$ cat config.mk
export PLATFORM = sky130hd
export DESIGN_NAME = tcth_core
export DESIGN_NICKNAME = d
export VERILOG_FILES = /design/src/core/tcth_pkg.sv /design/src/core/tcth_nvstore.sv /design/src/core/tcth_core.sv
export SDC_FILE = /design/constraint.sdc
export NUM_CORES = 1
export LEC_CHECK = 0
export ABC_AREA = 1
export ABC_CLOCK_PERIOD_IN_PS = 2600
export BUFFER_PORTS_ARGS = -buffer_cell sky130_fd_sc_hd__buf_4
export CAP_MARGIN = 10
export CORE_MARGIN = 10
export CORE_UTILIZATION = 61
export DETAILED_ROUTE_END_ITERATION = 10
export PLACE_DENSITY = 0.91
export SETUP_SLACK_MARGIN = 0.05
export SYNTH_ARGS = -nofsm -noshare
export SYNTH_HDL_FRONTEND = slang
export SYNTH_SLANG_ARGS = --single-unit
$ cat constraint.sdc
create_clock -name clk_i -period 2.6 [get_ports clk_i]
set_clock_uncertainty 0.2 [all_clocks]
set_input_delay 0.13 -clock clk_i [delete_from_list [all_inputs] [get_ports clk_i]]
set_output_delay 0.13 -clock clk_i [all_outputs]
set_load 0.01 [all_outputs]
$ cat src/core/tcth_pkg.sv
// Purpose: Shared constants and types of the thermometer/thermostat core
// Assumes: 125 MHz core clock
// Notes:   Command codes are local to this core
package tcth_pkg;

    // ****************************************************************
    // Timing
    // ****************************************************************
    localparam int CLK_MHZ          = 125;
    localparam int CONV9_TIME_US    = 93750;  // 9-bit conversion, 93.75 ms
    localparam int CONV9_CYCLES     = CONV9_TIME_US * CLK_MHZ;
    localparam int NV_WRITE_TIME_US = 10000;  // Nonvolatile write, 10 ms
    localparam int NV_WRITE_CYCLES  = NV_WRITE_TIME_US * CLK_MHZ;

    // ****************************************************************
    // Reset and factory values
    // ****************************************************************
    localparam logic [15:0] TEMP_RESET   = 16'hc400;
    localparam logic [15:0] UPPER_FACTORY = 16'h0f00;
    localparam logic [15:0] LOWER_FACTORY = 16'h0a00;
    localparam logic [1:0]  NVBITS_FACTORY = 2'h0;
    localparam logic [1:0]  RES_RESET    = 2'h3;

    // ****************************************************************
    // Configuration byte layout
    // ****************************************************************
    localparam int CFG_DONE_BIT   = 7;
    localparam int CFG_HIGH_BIT   = 6;
    localparam int CFG_LOW_BIT    = 5;
    localparam int CFG_NVBUSY_BIT = 4;
    localparam int CFG_RES_HI_BIT = 3;
    localparam int CFG_RES_LO_BIT = 2;
    localparam int CFG_LEVEL_BIT  = 1;
    localparam int CFG_SINGLE_BIT = 0;

    // ****************************************************************
    // Types
    // ****************************************************************
    typedef enum logic [2:0] {
        TCTH_CMD_NONE   = 3'h0,
        TCTH_CMD_BEGIN  = 3'h1,
        TCTH_CMD_HALT   = 3'h2,
        TCTH_CMD_TEMP   = 3'h3,
        TCTH_CMD_UPPER  = 3'h4,
        TCTH_CMD_LOWER  = 3'h5,
        TCTH_CMD_CONFIG = 3'h6,
        TCTH_CMD_SOFTPOR = 3'h7
    } tcth_cmd_e;

    typedef struct packed {
        logic        write;
        tcth_cmd_e   op;
        logic [15:0] wdata;
    } tcth_cmd_s;

    typedef enum logic [1:0] {
        TCTH_IDLE = 2'h0,
        TCTH_CONV = 2'h1
    } tcth_state_e;

endpackage : tcth_pkg

$ cat src/core/tcth_nvstore.sv
// Purpose: Nonvolatile trip points and level/mode bits with write timer
// Assumes: Reset stands for delivery from the factory
// Notes:   Writes arriving while a write is in flight are dropped
`timescale 1ns/100ps
`default_nettype none
module tcth_nvstore
    import tcth_pkg::*;
#(
    parameter int WRITE_CYCLES = NV_WRITE_CYCLES
) (
    // Clock and reset
    input  wire logic        clk_i,
    input  wire logic        arst_n_i,
    // Write port
    input  wire logic        wr_upper_i,
    input  wire logic        wr_lower_i,
    input  wire logic        wr_bits_i,
    input  wire logic [15:0] wdata_i,
    // Stored contents
    output logic      [15:0] upper_o,
    output logic      [15:0] lower_o,
    output logic      [1:0]  bits_o,
    output logic             busy_o
);

    logic [31:0] wait_q;
    wire         take_w = !busy_o && (wr_upper_i || wr_lower_i || wr_bits_i);

    // Contents; a write only lands when no other is in flight
    always_ff @(posedge clk_i or negedge arst_n_i) begin
        if (!arst_n_i) begin
            upper_o <= UPPER_FACTORY;
            lower_o <= LOWER_FACTORY;
            bits_o  <= NVBITS_FACTORY;
        end else if (take_w) begin
            if (wr_upper_i) upper_o <= wdata_i;
            if (wr_lower_i) lower_o <= wdata_i;
            if (wr_bits_i)  bits_o  <= wdata_i[1:0];
        end
    end

    // Busy window models the cell programming time
    always_ff @(posedge clk_i or negedge arst_n_i) begin
        if (!arst_n_i) begin
            wait_q <= 32'h0;
            busy_o <= 1'b0;
        end else if (take_w) begin
            wait_q <= 32'(WRITE_CYCLES - 1);
            busy_o <= 1'b1;
        end else if (busy_o) begin
            if (wait_q == 32'h0) busy_o <= 1'b0;
            else                 wait_q <= wait_q - 32'h1;
        end
    end

endmodule : tcth_nvstore
`default_nettype wire

$ cat src/core/tcth_core.sv
// Purpose: Conversion sequencing and thermostat of a temperature sensor
// Assumes: A front end presents decoded commands on pins, taken at SCL rise
// Notes:   Sense data comes from the analog side and is sampled at the end
`timescale 1ns/100ps
`default_nettype none
module tcth_core
    import tcth_pkg::*;
#(
    parameter bit AUTOSTART       = 1'b0,
    parameter int CONV9_COUNT     = CONV9_CYCLES,
    parameter int NV_WRITE_COUNT  = NV_WRITE_CYCLES
) (
    // Clock and reset
    input  wire logic        clk_i,
    input  wire logic        arst_n_i,
    // Link pins from the 2-wire front end
    input  wire logic        scl_i,
    input  wire logic        cmd_valid_i,
    input  wire tcth_cmd_s   cmd_i,
    output logic      [15:0] rdata_o,
    output logic             rvalid_o,
    // Analog side
    input  wire logic [15:0] sense_temp_i,
    // Thermostat pin
    output logic             alarm_pin_o
);

    // ****************************************************************
    // Helpers
    // ****************************************************************

    // Keep the top 9..12 bits per resolution code
    function automatic logic [15:0] res_mask(input logic [15:0] v,
                                             input logic [1:0]  res);
        logic [15:0] m;
        m = 16'hfff0 << (2'h3 - res);
        return v & m;
    endfunction : res_mask

    // ****************************************************************
    // Pin synchronisers
    // ****************************************************************
    logic            scl_m_q, scl_s_q, scl_d_q;
    logic            vld_m_q, vld_s_q;
    tcth_cmd_s       cmd_m_q, cmd_s_q;
    logic [15:0]     sen_m_q, sen_s_q;

    // Two stages on every pin and a third on SCL; the second stage is read, the third only for the SCL edge
    always_ff @(posedge clk_i or negedge arst_n_i) begin
        if (!arst_n_i) begin
            scl_m_q <= 1'b1;
            scl_s_q <= 1'b1;
            scl_d_q <= 1'b1;
            vld_m_q <= 1'b0;
            vld_s_q <= 1'b0;
            cmd_m_q <= '0;
            cmd_s_q <= '0;
            sen_m_q <= 16'h0;
            sen_s_q <= 16'h0;
        end else begin
            scl_m_q <= scl_i;
            scl_s_q <= scl_m_q;
            scl_d_q <= scl_s_q;
            vld_m_q <= cmd_valid_i;
            vld_s_q <= vld_m_q;
            cmd_m_q <= cmd_i;
            cmd_s_q <= cmd_m_q;
            sen_m_q <= sense_temp_i;
            sen_s_q <= sen_m_q;
        end
    end

    // ****************************************************************
    // Command decode
    // ****************************************************************
    logic [1:0]  res_q;
    logic        high_q, low_q, done_q, active_q, pend_q;
    logic [15:0] temp_q;
    logic [31:0] cnt_q;
    tcth_state_e state_q;
    logic [15:0] upper_w, lower_w;
    logic [1:0]  nvbits_w;
    logic        nvbusy_w;

    // A command is taken on the synchronised rising edge of the link clock
    wire take_w     = scl_s_q && !scl_d_q && vld_s_q;
    wire op_begin_w = take_w && cmd_s_q.op == TCTH_CMD_BEGIN;
    wire op_halt_w  = take_w && cmd_s_q.op == TCTH_CMD_HALT;
    wire op_por_w   = take_w && cmd_s_q.op == TCTH_CMD_SOFTPOR;
    wire wr_w       = take_w && cmd_s_q.write;
    wire wr_up_w    = wr_w && cmd_s_q.op == TCTH_CMD_UPPER;
    wire wr_lo_w    = wr_w && cmd_s_q.op == TCTH_CMD_LOWER;
    wire wr_cfg_w   = wr_w && cmd_s_q.op == TCTH_CMD_CONFIG;
    wire wr_bits_w  = wr_cfg_w && cmd_s_q.wdata[1:0] != nvbits_w;
    wire single_w   = nvbits_w[CFG_SINGLE_BIT];
    wire level_w    = nvbits_w[CFG_LEVEL_BIT];

    // Trip points as seen through the resolution mask
    wire [15:0] up_m_w = res_mask(upper_w, res_q);
    wire [15:0] lo_m_w = res_mask(lower_w, res_q);

    // Configuration byte with live status bits
    wire [7:0] cfg_w = {done_q, high_q, low_q, nvbusy_w,
                        res_q, level_w, single_w};

    // ****************************************************************
    // Conversion sequencer
    // ****************************************************************

    // 9-bit time shifted up by the resolution code
    wire [31:0] conv_len_w = 32'(CONV9_COUNT) << res_q;
    wire        conv_end_w = state_q == TCTH_CONV &&
                             cnt_q == conv_len_w - 32'h1;
    wire [15:0] result_w   = res_mask(sen_s_q, res_q);
    wire        ge_up_w    = $signed(result_w) >= $signed(up_m_w);
    wire        gt_up_w    = $signed(result_w) >  $signed(up_m_w);
    wire        lt_lo_w    = $signed(result_w) <  $signed(lo_m_w);

    // Run state; autostart pends a begin from reset
    always_ff @(posedge clk_i or negedge arst_n_i) begin
        if (!arst_n_i) begin
            state_q <= TCTH_IDLE;
            pend_q  <= AUTOSTART;
            cnt_q   <= 32'h0;
            done_q  <= 1'b1;
        end else begin
            case (state_q)
                TCTH_IDLE: begin
                    cnt_q <= 32'h0;
                    if (op_begin_w || pend_q) begin
                        state_q <= TCTH_CONV;
                        pend_q  <= 1'b0;
                        done_q  <= 1'b0;
                    end
                end
                TCTH_CONV: begin
                    if (op_halt_w || op_por_w) begin
                        state_q <= TCTH_IDLE;
                        done_q  <= 1'b1;
                    end else if (conv_end_w) begin
                        cnt_q <= 32'h0;
                        if (single_w) begin
                            state_q <= TCTH_IDLE;
                            done_q  <= 1'b1;
                        end
                    end else begin
                        cnt_q <= cnt_q + 32'h1;
                    end
                end
                default: begin
                    state_q <= TCTH_IDLE;
                    done_q  <= 1'b1;
                end
            endcase
        end
    end

    // ****************************************************************
    // Result, alarm and flags
    // ****************************************************************

    // Everything judged from the result in the cycle it is stored
    always_ff @(posedge clk_i or negedge arst_n_i) begin
        if (!arst_n_i) begin
            temp_q   <= TEMP_RESET;
            active_q <= 1'b0;
        end else if (conv_end_w && !op_halt_w && !op_por_w) begin
            temp_q <= result_w;
            if (ge_up_w)      active_q <= 1'b1;
            else if (lt_lo_w) active_q <= 1'b0;
        end
    end

    wire stored_w = conv_end_w && !op_halt_w && !op_por_w;

    // Flags: a new excursion wins over a clearing write
    always_ff @(posedge clk_i or negedge arst_n_i) begin
        if (!arst_n_i) begin
            high_q <= 1'b0;
            low_q  <= 1'b0;
            res_q  <= RES_RESET;
        end else if (op_por_w) begin
            high_q <= 1'b0;
            low_q  <= 1'b0;
            res_q  <= RES_RESET;
        end else begin
            if (stored_w && gt_up_w) high_q <= 1'b1;
            else if (wr_cfg_w && !cmd_s_q.wdata[CFG_HIGH_BIT]) high_q <= 1'b0;
            if (stored_w && lt_lo_w) low_q <= 1'b1;
            else if (wr_cfg_w && !cmd_s_q.wdata[CFG_LOW_BIT]) low_q <= 1'b0;
            if (wr_cfg_w)
                res_q <= cmd_s_q.wdata[CFG_RES_HI_BIT:CFG_RES_LO_BIT];
        end
    end

    // Asserted level chosen by the stored level bit
    assign alarm_pin_o = level_w ? active_q : !active_q;

    // ****************************************************************
    // Read answers
    // ****************************************************************

    // Read data is registered; one-cycle valid per taken read
    always_ff @(posedge clk_i or negedge arst_n_i) begin
        if (!arst_n_i) begin
            rdata_o  <= 16'h0;
            rvalid_o <= 1'b0;
        end else begin
            rvalid_o <= take_w && !cmd_s_q.write &&
                        (cmd_s_q.op == TCTH_CMD_TEMP  ||
                         cmd_s_q.op == TCTH_CMD_UPPER ||
                         cmd_s_q.op == TCTH_CMD_LOWER ||
                         cmd_s_q.op == TCTH_CMD_CONFIG);
            if (take_w && !cmd_s_q.write) begin
                case (cmd_s_q.op)
                    TCTH_CMD_TEMP:   rdata_o <= temp_q;
                    TCTH_CMD_UPPER:  rdata_o <= up_m_w;
                    TCTH_CMD_LOWER:  rdata_o <= lo_m_w;
                    TCTH_CMD_CONFIG: rdata_o <= {8'h00, cfg_w};
                    default:         rdata_o <= rdata_o;
                endcase
            end
        end
    end

    // ****************************************************************
    // Nonvolatile store
    // ****************************************************************
    tcth_nvstore #(
        .WRITE_CYCLES (NV_WRITE_COUNT)
    ) u_nv (
        .clk_i      (clk_i),
        .arst_n_i   (arst_n_i),
        .wr_upper_i (wr_up_w),
        .wr_lower_i (wr_lo_w),
        .wr_bits_i  (wr_bits_w),
        .wdata_i    (cmd_s_q.wdata),
        .upper_o    (upper_w),
        .lower_o    (lower_w),
        .bits_o     (nvbits_w),
        .busy_o     (nvbusy_w)
    );

endmodule : tcth_core
`default_nettype wire

==> out/results.tsv, run 1 <==
stage	metric	value	unit
outcome	status	finished, violations left	
outcome	violations	negative setup slack	
critical_path	crit_fanout	5	
floorplan	die_area	21000	um2
synth	yosysWarnings	0	
drt	via_per_inst	5.82	
cts	numCtsBuffers	17	
critical_path	critical_path_arrival	2.77	ns
power	cellPowerDensity	781	nW/um2
cts	cts_tree	yes	
global_routing	grt_start_max_net_pins	79	
drt	drc	0	
sta	whs	0.0569	ns
critical_path	start_kind	flip-flop	
power	ir_worst_vdd	0.000678	V
critical_path	crit_chain	clkinvlp_4 -> ha_4 -> inv_4 -> nand2_2 -> inv_1 -> ha_1 -> nand2_1 -> inv_2 -> o21ai_0 -> nand3_1 -> nand2_1 -> nand3_1 -> nand2_1 -> nand2_2 -> nand3_2 -> a21oi_2	
critical_path	cp.buffers_inverters	4	
flow_run	drv_cap	0	
critical_path	slowest_delay	0.56	ns
synth	syn_area	9540	um2
floorplan	row_count	45	
critical_path	critPathTopFamily	simple AND/OR/NAND/NOR gates	
global_routing	grt.total_usage	23.4	%
critical_path	required	2.72	ns
sta	tightestPinTransition	0.627	ns
sta	setup_viol	10	
place	portBuffers	53	
floorplan	die_y	145	um
synth	syn_nets	1165	
global_routing	grt_overflow	0	
floorplan	die_w	145	um
hold_path	hp-class	input pin to asynchronous set/reset pin	
floorplan	pin_count	58	
sta	drv_slew	0	
global_routing	antenna_found_initial	0	
drt	ant_nets	0	
finish	layout_commonest_cell	nand2_1	
sta	fmax	0.377	GHz
cts	cts-root-buf	clkbuf_16	
sta	worst_slack	-0.0499	ns
sta	finalCritPeriodShare	102	%
synth	yosysSeqAreaShare	51.6	%
synth	synth.top_cell.area_share	47.5	%
synth	synth_cell_types	45	
cts	cts_buffer_depth	2	
global_routing	grt_pass1_vias	7990	
place	pre_cts_slack	0.0779	ns
critical_path	criticalPathCategory	flip-flop to flip-flop	
sta	setup_tns	-0.248	ns
power	p_leak	5.23	nW
drt	vias	8309	
cts	cts.sinks	196	
finish	layout.cells.most_common_list	nand2_1, dfrtp_1, inv_1	
cts	htreeDepth	4	
drt	dr.pass1.iters	8	
synth	synth-async-reset-ratio	100	%
critical_path	critPathSlowestCell	dfstp_2	
synth	synth_edf_count	0	
synth	yosys-top-cells-area	dfrtp_1, nand2_1, inv_1, ha_1, dfstp_2	
drt	wl_per_cell	18.0	um
sta	slew_headroom	58.2	%
synth	netlist_instances	1091	
drt	drt_iter0_markers	961	
synth	syn_area_per_cell	8.75	um2
place	hpwl	17.1	mm
sta	hold_violations	0	
finish	fin_nets	1278	
global_routing	grt_first_pass_wirelength	40.7	mm
synth	synth-main-ff-cell	dfrtp_1	
finish	drive_gt1_share	17.3	%
critical_path	crit_path_frequent_cell	nand2_1	
cts	clk_latency	0.45	ns
finish	antenna_cells	0	
finish	fin_util	75.1	%
power	power	8.95	mW
synth	synth_top_area_cell	dfrtp_1	
critical_path	endpoint_kind	flip-flop	
drt	drt_wl_total	25.7	mm
place	gp_congestion	0.941	
sta	fin_crit	2.65	ns
floorplan	coreArea	15300	um2
finish	syn_to_final_growth	20.0	%
sta	rsz0062_at_grt	yes	
cts	clk_pin_slew	0.08	ns
floorplan	start_util	62.5	%
synth	synth_seq_cells	196	
## layer usage
layer / routed length [um] / GRT usage [%]
met1: 10400 / 31.3
met2: 12200 / 36.9
met3: 2410 / 5.28
met4: 652 / 8.14
met5: 0 / 0
## power breakdown
| part | internal, mW | switching [mW] |
|---|---|---|
| combinational | 0.964 | 1.63 |
| sequential | 3.42 | 0.360 |
| clock | 1.30 | 1.28 |
## cell usage after synthesis (22+ instances only)
| master | count |
|---|---|
| o22ai_1 | 31 |
| nand2_1 | 260 |
| nor2_1 | 96 |
| a21oi_1 | 45 |
| nand4_1 | 22 |
| nand3_1 | 48 |
| ha_1 | 34 |
| nor3_1 | 23 |
| dfrtp_1 | 181 |
| o21ai_0 | 58 |
| xor2_1 | 38 |
| inv_1 | 128 |
## cells by family after synthesis
family                   count (synthesis)  share of synthesized area [%]
AO/OA/AOI/OAI                          181                           11.5
XOR/XNOR                                44                           4.04
adder cells (fa/ha/maj)                 34                           4.46
buffers and inverters                  163                           7.03
flip-flops                             196                           51.6
AND/OR/NAND/NOR                        473                           21.4
## sequential cells by signal, summed over array words and instances (netlist names), 2 cells and up
| name | cells |
|---|---|
| res_q | 2 |
| u_nv.lower_o | 12 |
| cmd_s_q | 20 |
| sen_m_q | 12 |
| u_nv.bits_o | 2 |
| sen_s_q | 12 |
| u_nv.wait_q | 32 |
| rdata_o | 16 |
| u_nv.upper_o | 12 |
| temp_q | 12 |
| cnt_q | 32 |
| cmd_m_q | 20 |
## final cells by class
| type | instances | area, um2 |
|---|---|---|
| repair buffers | 119 | 1040 |
| multi-input cells | 733 | 4110 |
| well taps | 211 | 264 |
| inverters | 137 | 536 |
| fillers | 937 | 3800 |
| flip-flops and latches | 196 | 4920 |
| clock buffers | 18 | 439 |
| clock inverters | 14 | 138 |
## through the flow
step           instances  area, um2
2_1_floorplan       1091       9540
3_3_place_gp        1356      10300
3_5_place_dp        1356      10300
4_1_cts             1423      11200
5_1_grt             1428      11500
6_report            1428      11500
## path summary, 6_finish.rpt
path                            start  depth (start not counted)  slack [ns]     endpoint
setup / recovery             res_q[1]                         16       -0.05       high_q
hold / removal               arst_n_i                          2        0.06      vld_m_q
setup reg to reg             res_q[1]                         16       -0.05       high_q
hold reg to reg            sen_m_q[8]                          0        0.15   sen_s_q[8]
max in group asynchronous    arst_n_i                          3        1.41  rdata_o[15]
min in group clk_i           cmd_i[6]                          2        0.12   cmd_m_q[6]
## timing repair
| action | in CTS | in global routing |
|---|---|---|
| resized for setup | 3 | 45 |
| hold buffers | 35 | 0 |
| setup buffers | 0 | 4 |
| gates cloned | 0 | 1 |
| pin swaps | 0 | 14 |
| endpoints found under the setup margin | 2 | 66 |
| hold endpoints to repair | 154 | 0 |
Power figures use the tool's default switching activity.
==> run 2, diff against run 1 <==
==> constraint.sdc (replaced) <==
create_clock -name clk_i -period 2.6 [get_ports clk_i]
set_clock_uncertainty 0.2 [all_clocks]
set_input_delay 0.26 -clock clk_i [delete_from_list [all_inputs] [get_ports clk_i]]
set_output_delay 0.26 -clock clk_i [all_outputs]
set_load 0.01 [all_outputs]
==> run 2 against run 1 <==
The run now ends clean. Largest power group unchanged. Sequential share of layout area fell by 0.18 points. Largest cell class unchanged. Final cell count up 0.14%. Global-route usage rose by 0.54 points. Core utilization rose by 0.31 points.
==> out/results.tsv, run 2 (same netlist as run 1, synthesis figures left out) <==
stage	metric	value	unit	change
sta	tightestPinTransition	0.673	ns	+0.0463 ns
place	hpwl	17.2	mm	+0.89%
hold_path	hp-class	flip-flop to flip-flop		
power	power	9.12	mW	+1.9%
finish	fin_nets	1280		+0.16%
finish	syn_to_final_growth	20.5	%	
power	cellPowerDensity	793	nW/um2	+1.5%
floorplan	start_util	62.5	%	unchanged
finish	drive_gt1_share	16.8	%	-0.44 points
sta	rsz0062_at_grt	yes		
critical_path	required	2.72	ns	about the same
floorplan	row_count	45		unchanged
critical_path	crit_fanout	6		+1
floorplan	die_area	21000	um2	unchanged
drt	wl_per_cell	18.5	um	+3.2%
drt	ant_nets	0		unchanged
critical_path	start_kind	flip-flop		
critical_path	critical_path_arrival	2.68	ns	-0.09 ns
finish	nFillCells	945		+0.85%
finish	multi_input_area	4100	um2	-0.30%
cts	numCtsBuffers	17		unchanged
sta	fmax	0.390	GHz	+3.4%
critical_path	criticalPathCategory	flip-flop to flip-flop		
drt	dr.pass1.iters	7		-1
sta	slew_headroom	55.1	%	-3.1 points
critical_path	endpoint_kind	flip-flop		
place	gp_congestion	0.971		+3.1%
finish	top_regs	cnt_q x32, u_nv.wait_q x32		
power	ir_worst_vdd	0.000743	V	+9.5%
global_routing	grt_overflow	0		unchanged
global_routing	grt_pass1_vias	8205		+2.7%
cts	clk_latency	0.44	ns	about the same
sta	setup_viol	0		-10
finish	antenna_cells	0		unchanged
drt	via_per_inst	5.85		+0.55%
power	p_leak	5.24	nW	+0.19%
sta	fin_crit	2.56	ns	-0.0871 ns
global_routing	grt_start_max_net_pins	81		+2.5%
sta	drv_slew	0		unchanged
global_routing	grt.total_usage	24.0	%	+0.54 points
floorplan	die_y	145	um	unchanged
finish	layout_commonest_cell	nand2_1		
floorplan	die_w	145	um	unchanged
cts	clk_pin_slew	0.08	ns	about the same
drt	vias	8366		+0.69%
cts	cts-root-buf	clkbuf_16		
outcome	status	finished clean		
finish	layout.cells.most_common_list	nand2_1, dfrtp_1, inv_1		
drt	drt_iter0_markers	1072		+12%
cts	cts_buffer_depth	2		unchanged
sta	finalCritPeriodShare	98.6	%	-3.3 points
cts	cts_tree	yes		
flow_run	drv_cap	0		unchanged
floorplan	pin_count	58		unchanged
global_routing	grt_first_pass_wirelength	41.5	mm	+2.0%
sta	whs	0.152	ns	+0.0948 ns
floorplan	coreArea	15300	um2	unchanged
cts	cts.sinks	196		unchanged
place	portBuffers	53		unchanged
global_routing	antenna_found_initial	0		unchanged
cts	htreeDepth	4		unchanged
finish	final-seq-area	4920	um2	unchanged
drt	drt_wl_total	26.5	mm	+3.3%
sta	hold_violations	0		unchanged
drt	drc	0		unchanged
-- run 2: worst max-delay path, stage by stage (launching register included) --
cell      delay, ns
dfstp_2        0.58
clkinv_4       0.11
ha_4           0.19
buf_4          0.15
nor2_1         0.20
a21oi_1        0.11
nor2_1         0.20
nand3_2        0.17
nor2_4         0.16
buf_12         0.15
nand3_4        0.10
nand2_1        0.07
nand2_1        0.05
-- run 2: layer usage --
metal	share of wire, %	up-vias	routed length (um)	GRT usage (%)
met3	8.7	89	2310	5.53
li1	-	3775	-	-
met5	0	-	0	0
met2	48	497	12800	39.1
met1	40	4005	10500	30.7
met4	3.3	0	868	8.49
-- run 2: timing repair --
action | 4_1_cts | 5_1_grt
gates cloned | 0 | 2
pin swaps | 0 | 10
hold buffers | 35 | 0
endpoints found under the hold margin | 105 | 0
setup endpoints to repair | 12 | 61
buffers inserted | 0 | 7
resized for setup | 4 | 47
-- run 2: cell type report --
class                      instances  area share, %
inverter                         137           4.65
sequential                       196           42.8
tap                              211           2.30
timing repair inverter             1         0.0544
clock buffer                      18           3.73
timing repair buffer             120           9.25
clock inverter                    14           1.60
multi-input combinational        733           35.6
-- run 2: final timing paths --
path | slack, ns | from | to | cells after the start
max in group asynchronous | 1.20 | arst_n_i | scl_d_q | 3
worst min register to register | 0.15 | cmd_m_q[3] | cmd_s_q[3] | 0
worst max register to register | 0.04 | res_q[1] | active_q | 12
worst min-delay path | 0.15 | cmd_m_q[3] | cmd_s_q[3] | 0
worst max-delay path | 0.04 | res_q[1] | active_q | 12
min in group asynchronous | 0.20 | arst_n_i | vld_m_q | 2
-- run 2: power by group --
group	internal, mW	switching [mW]
Sequential	3.42	0.357
Clock	1.47	1.27
Combinational	0.945	1.66
-- run 2: through the flow --
| stage | utilization, % | setup WS, ns | instances | cell area, um2 | setup TNS [ns] |
|---|---|---|---|---|---|
| after floorplan | - | 0.244 | 1091 | 9540 | 0 |
| after global placement | 67.4 | 0.134 | 1354 | 10300 | 0 |
| after detailed placement | 67.4 | 0.0427 | 1354 | 10300 | 0 |
| after CTS | 73.8 | 0.0408 | 1421 | 11300 | 0 |
| after global routing | 75.4 | -0.0590 | 1430 | 11500 | -0.223 |
| final | 75.4 | 0.0372 | 1430 | 11500 | 0 |
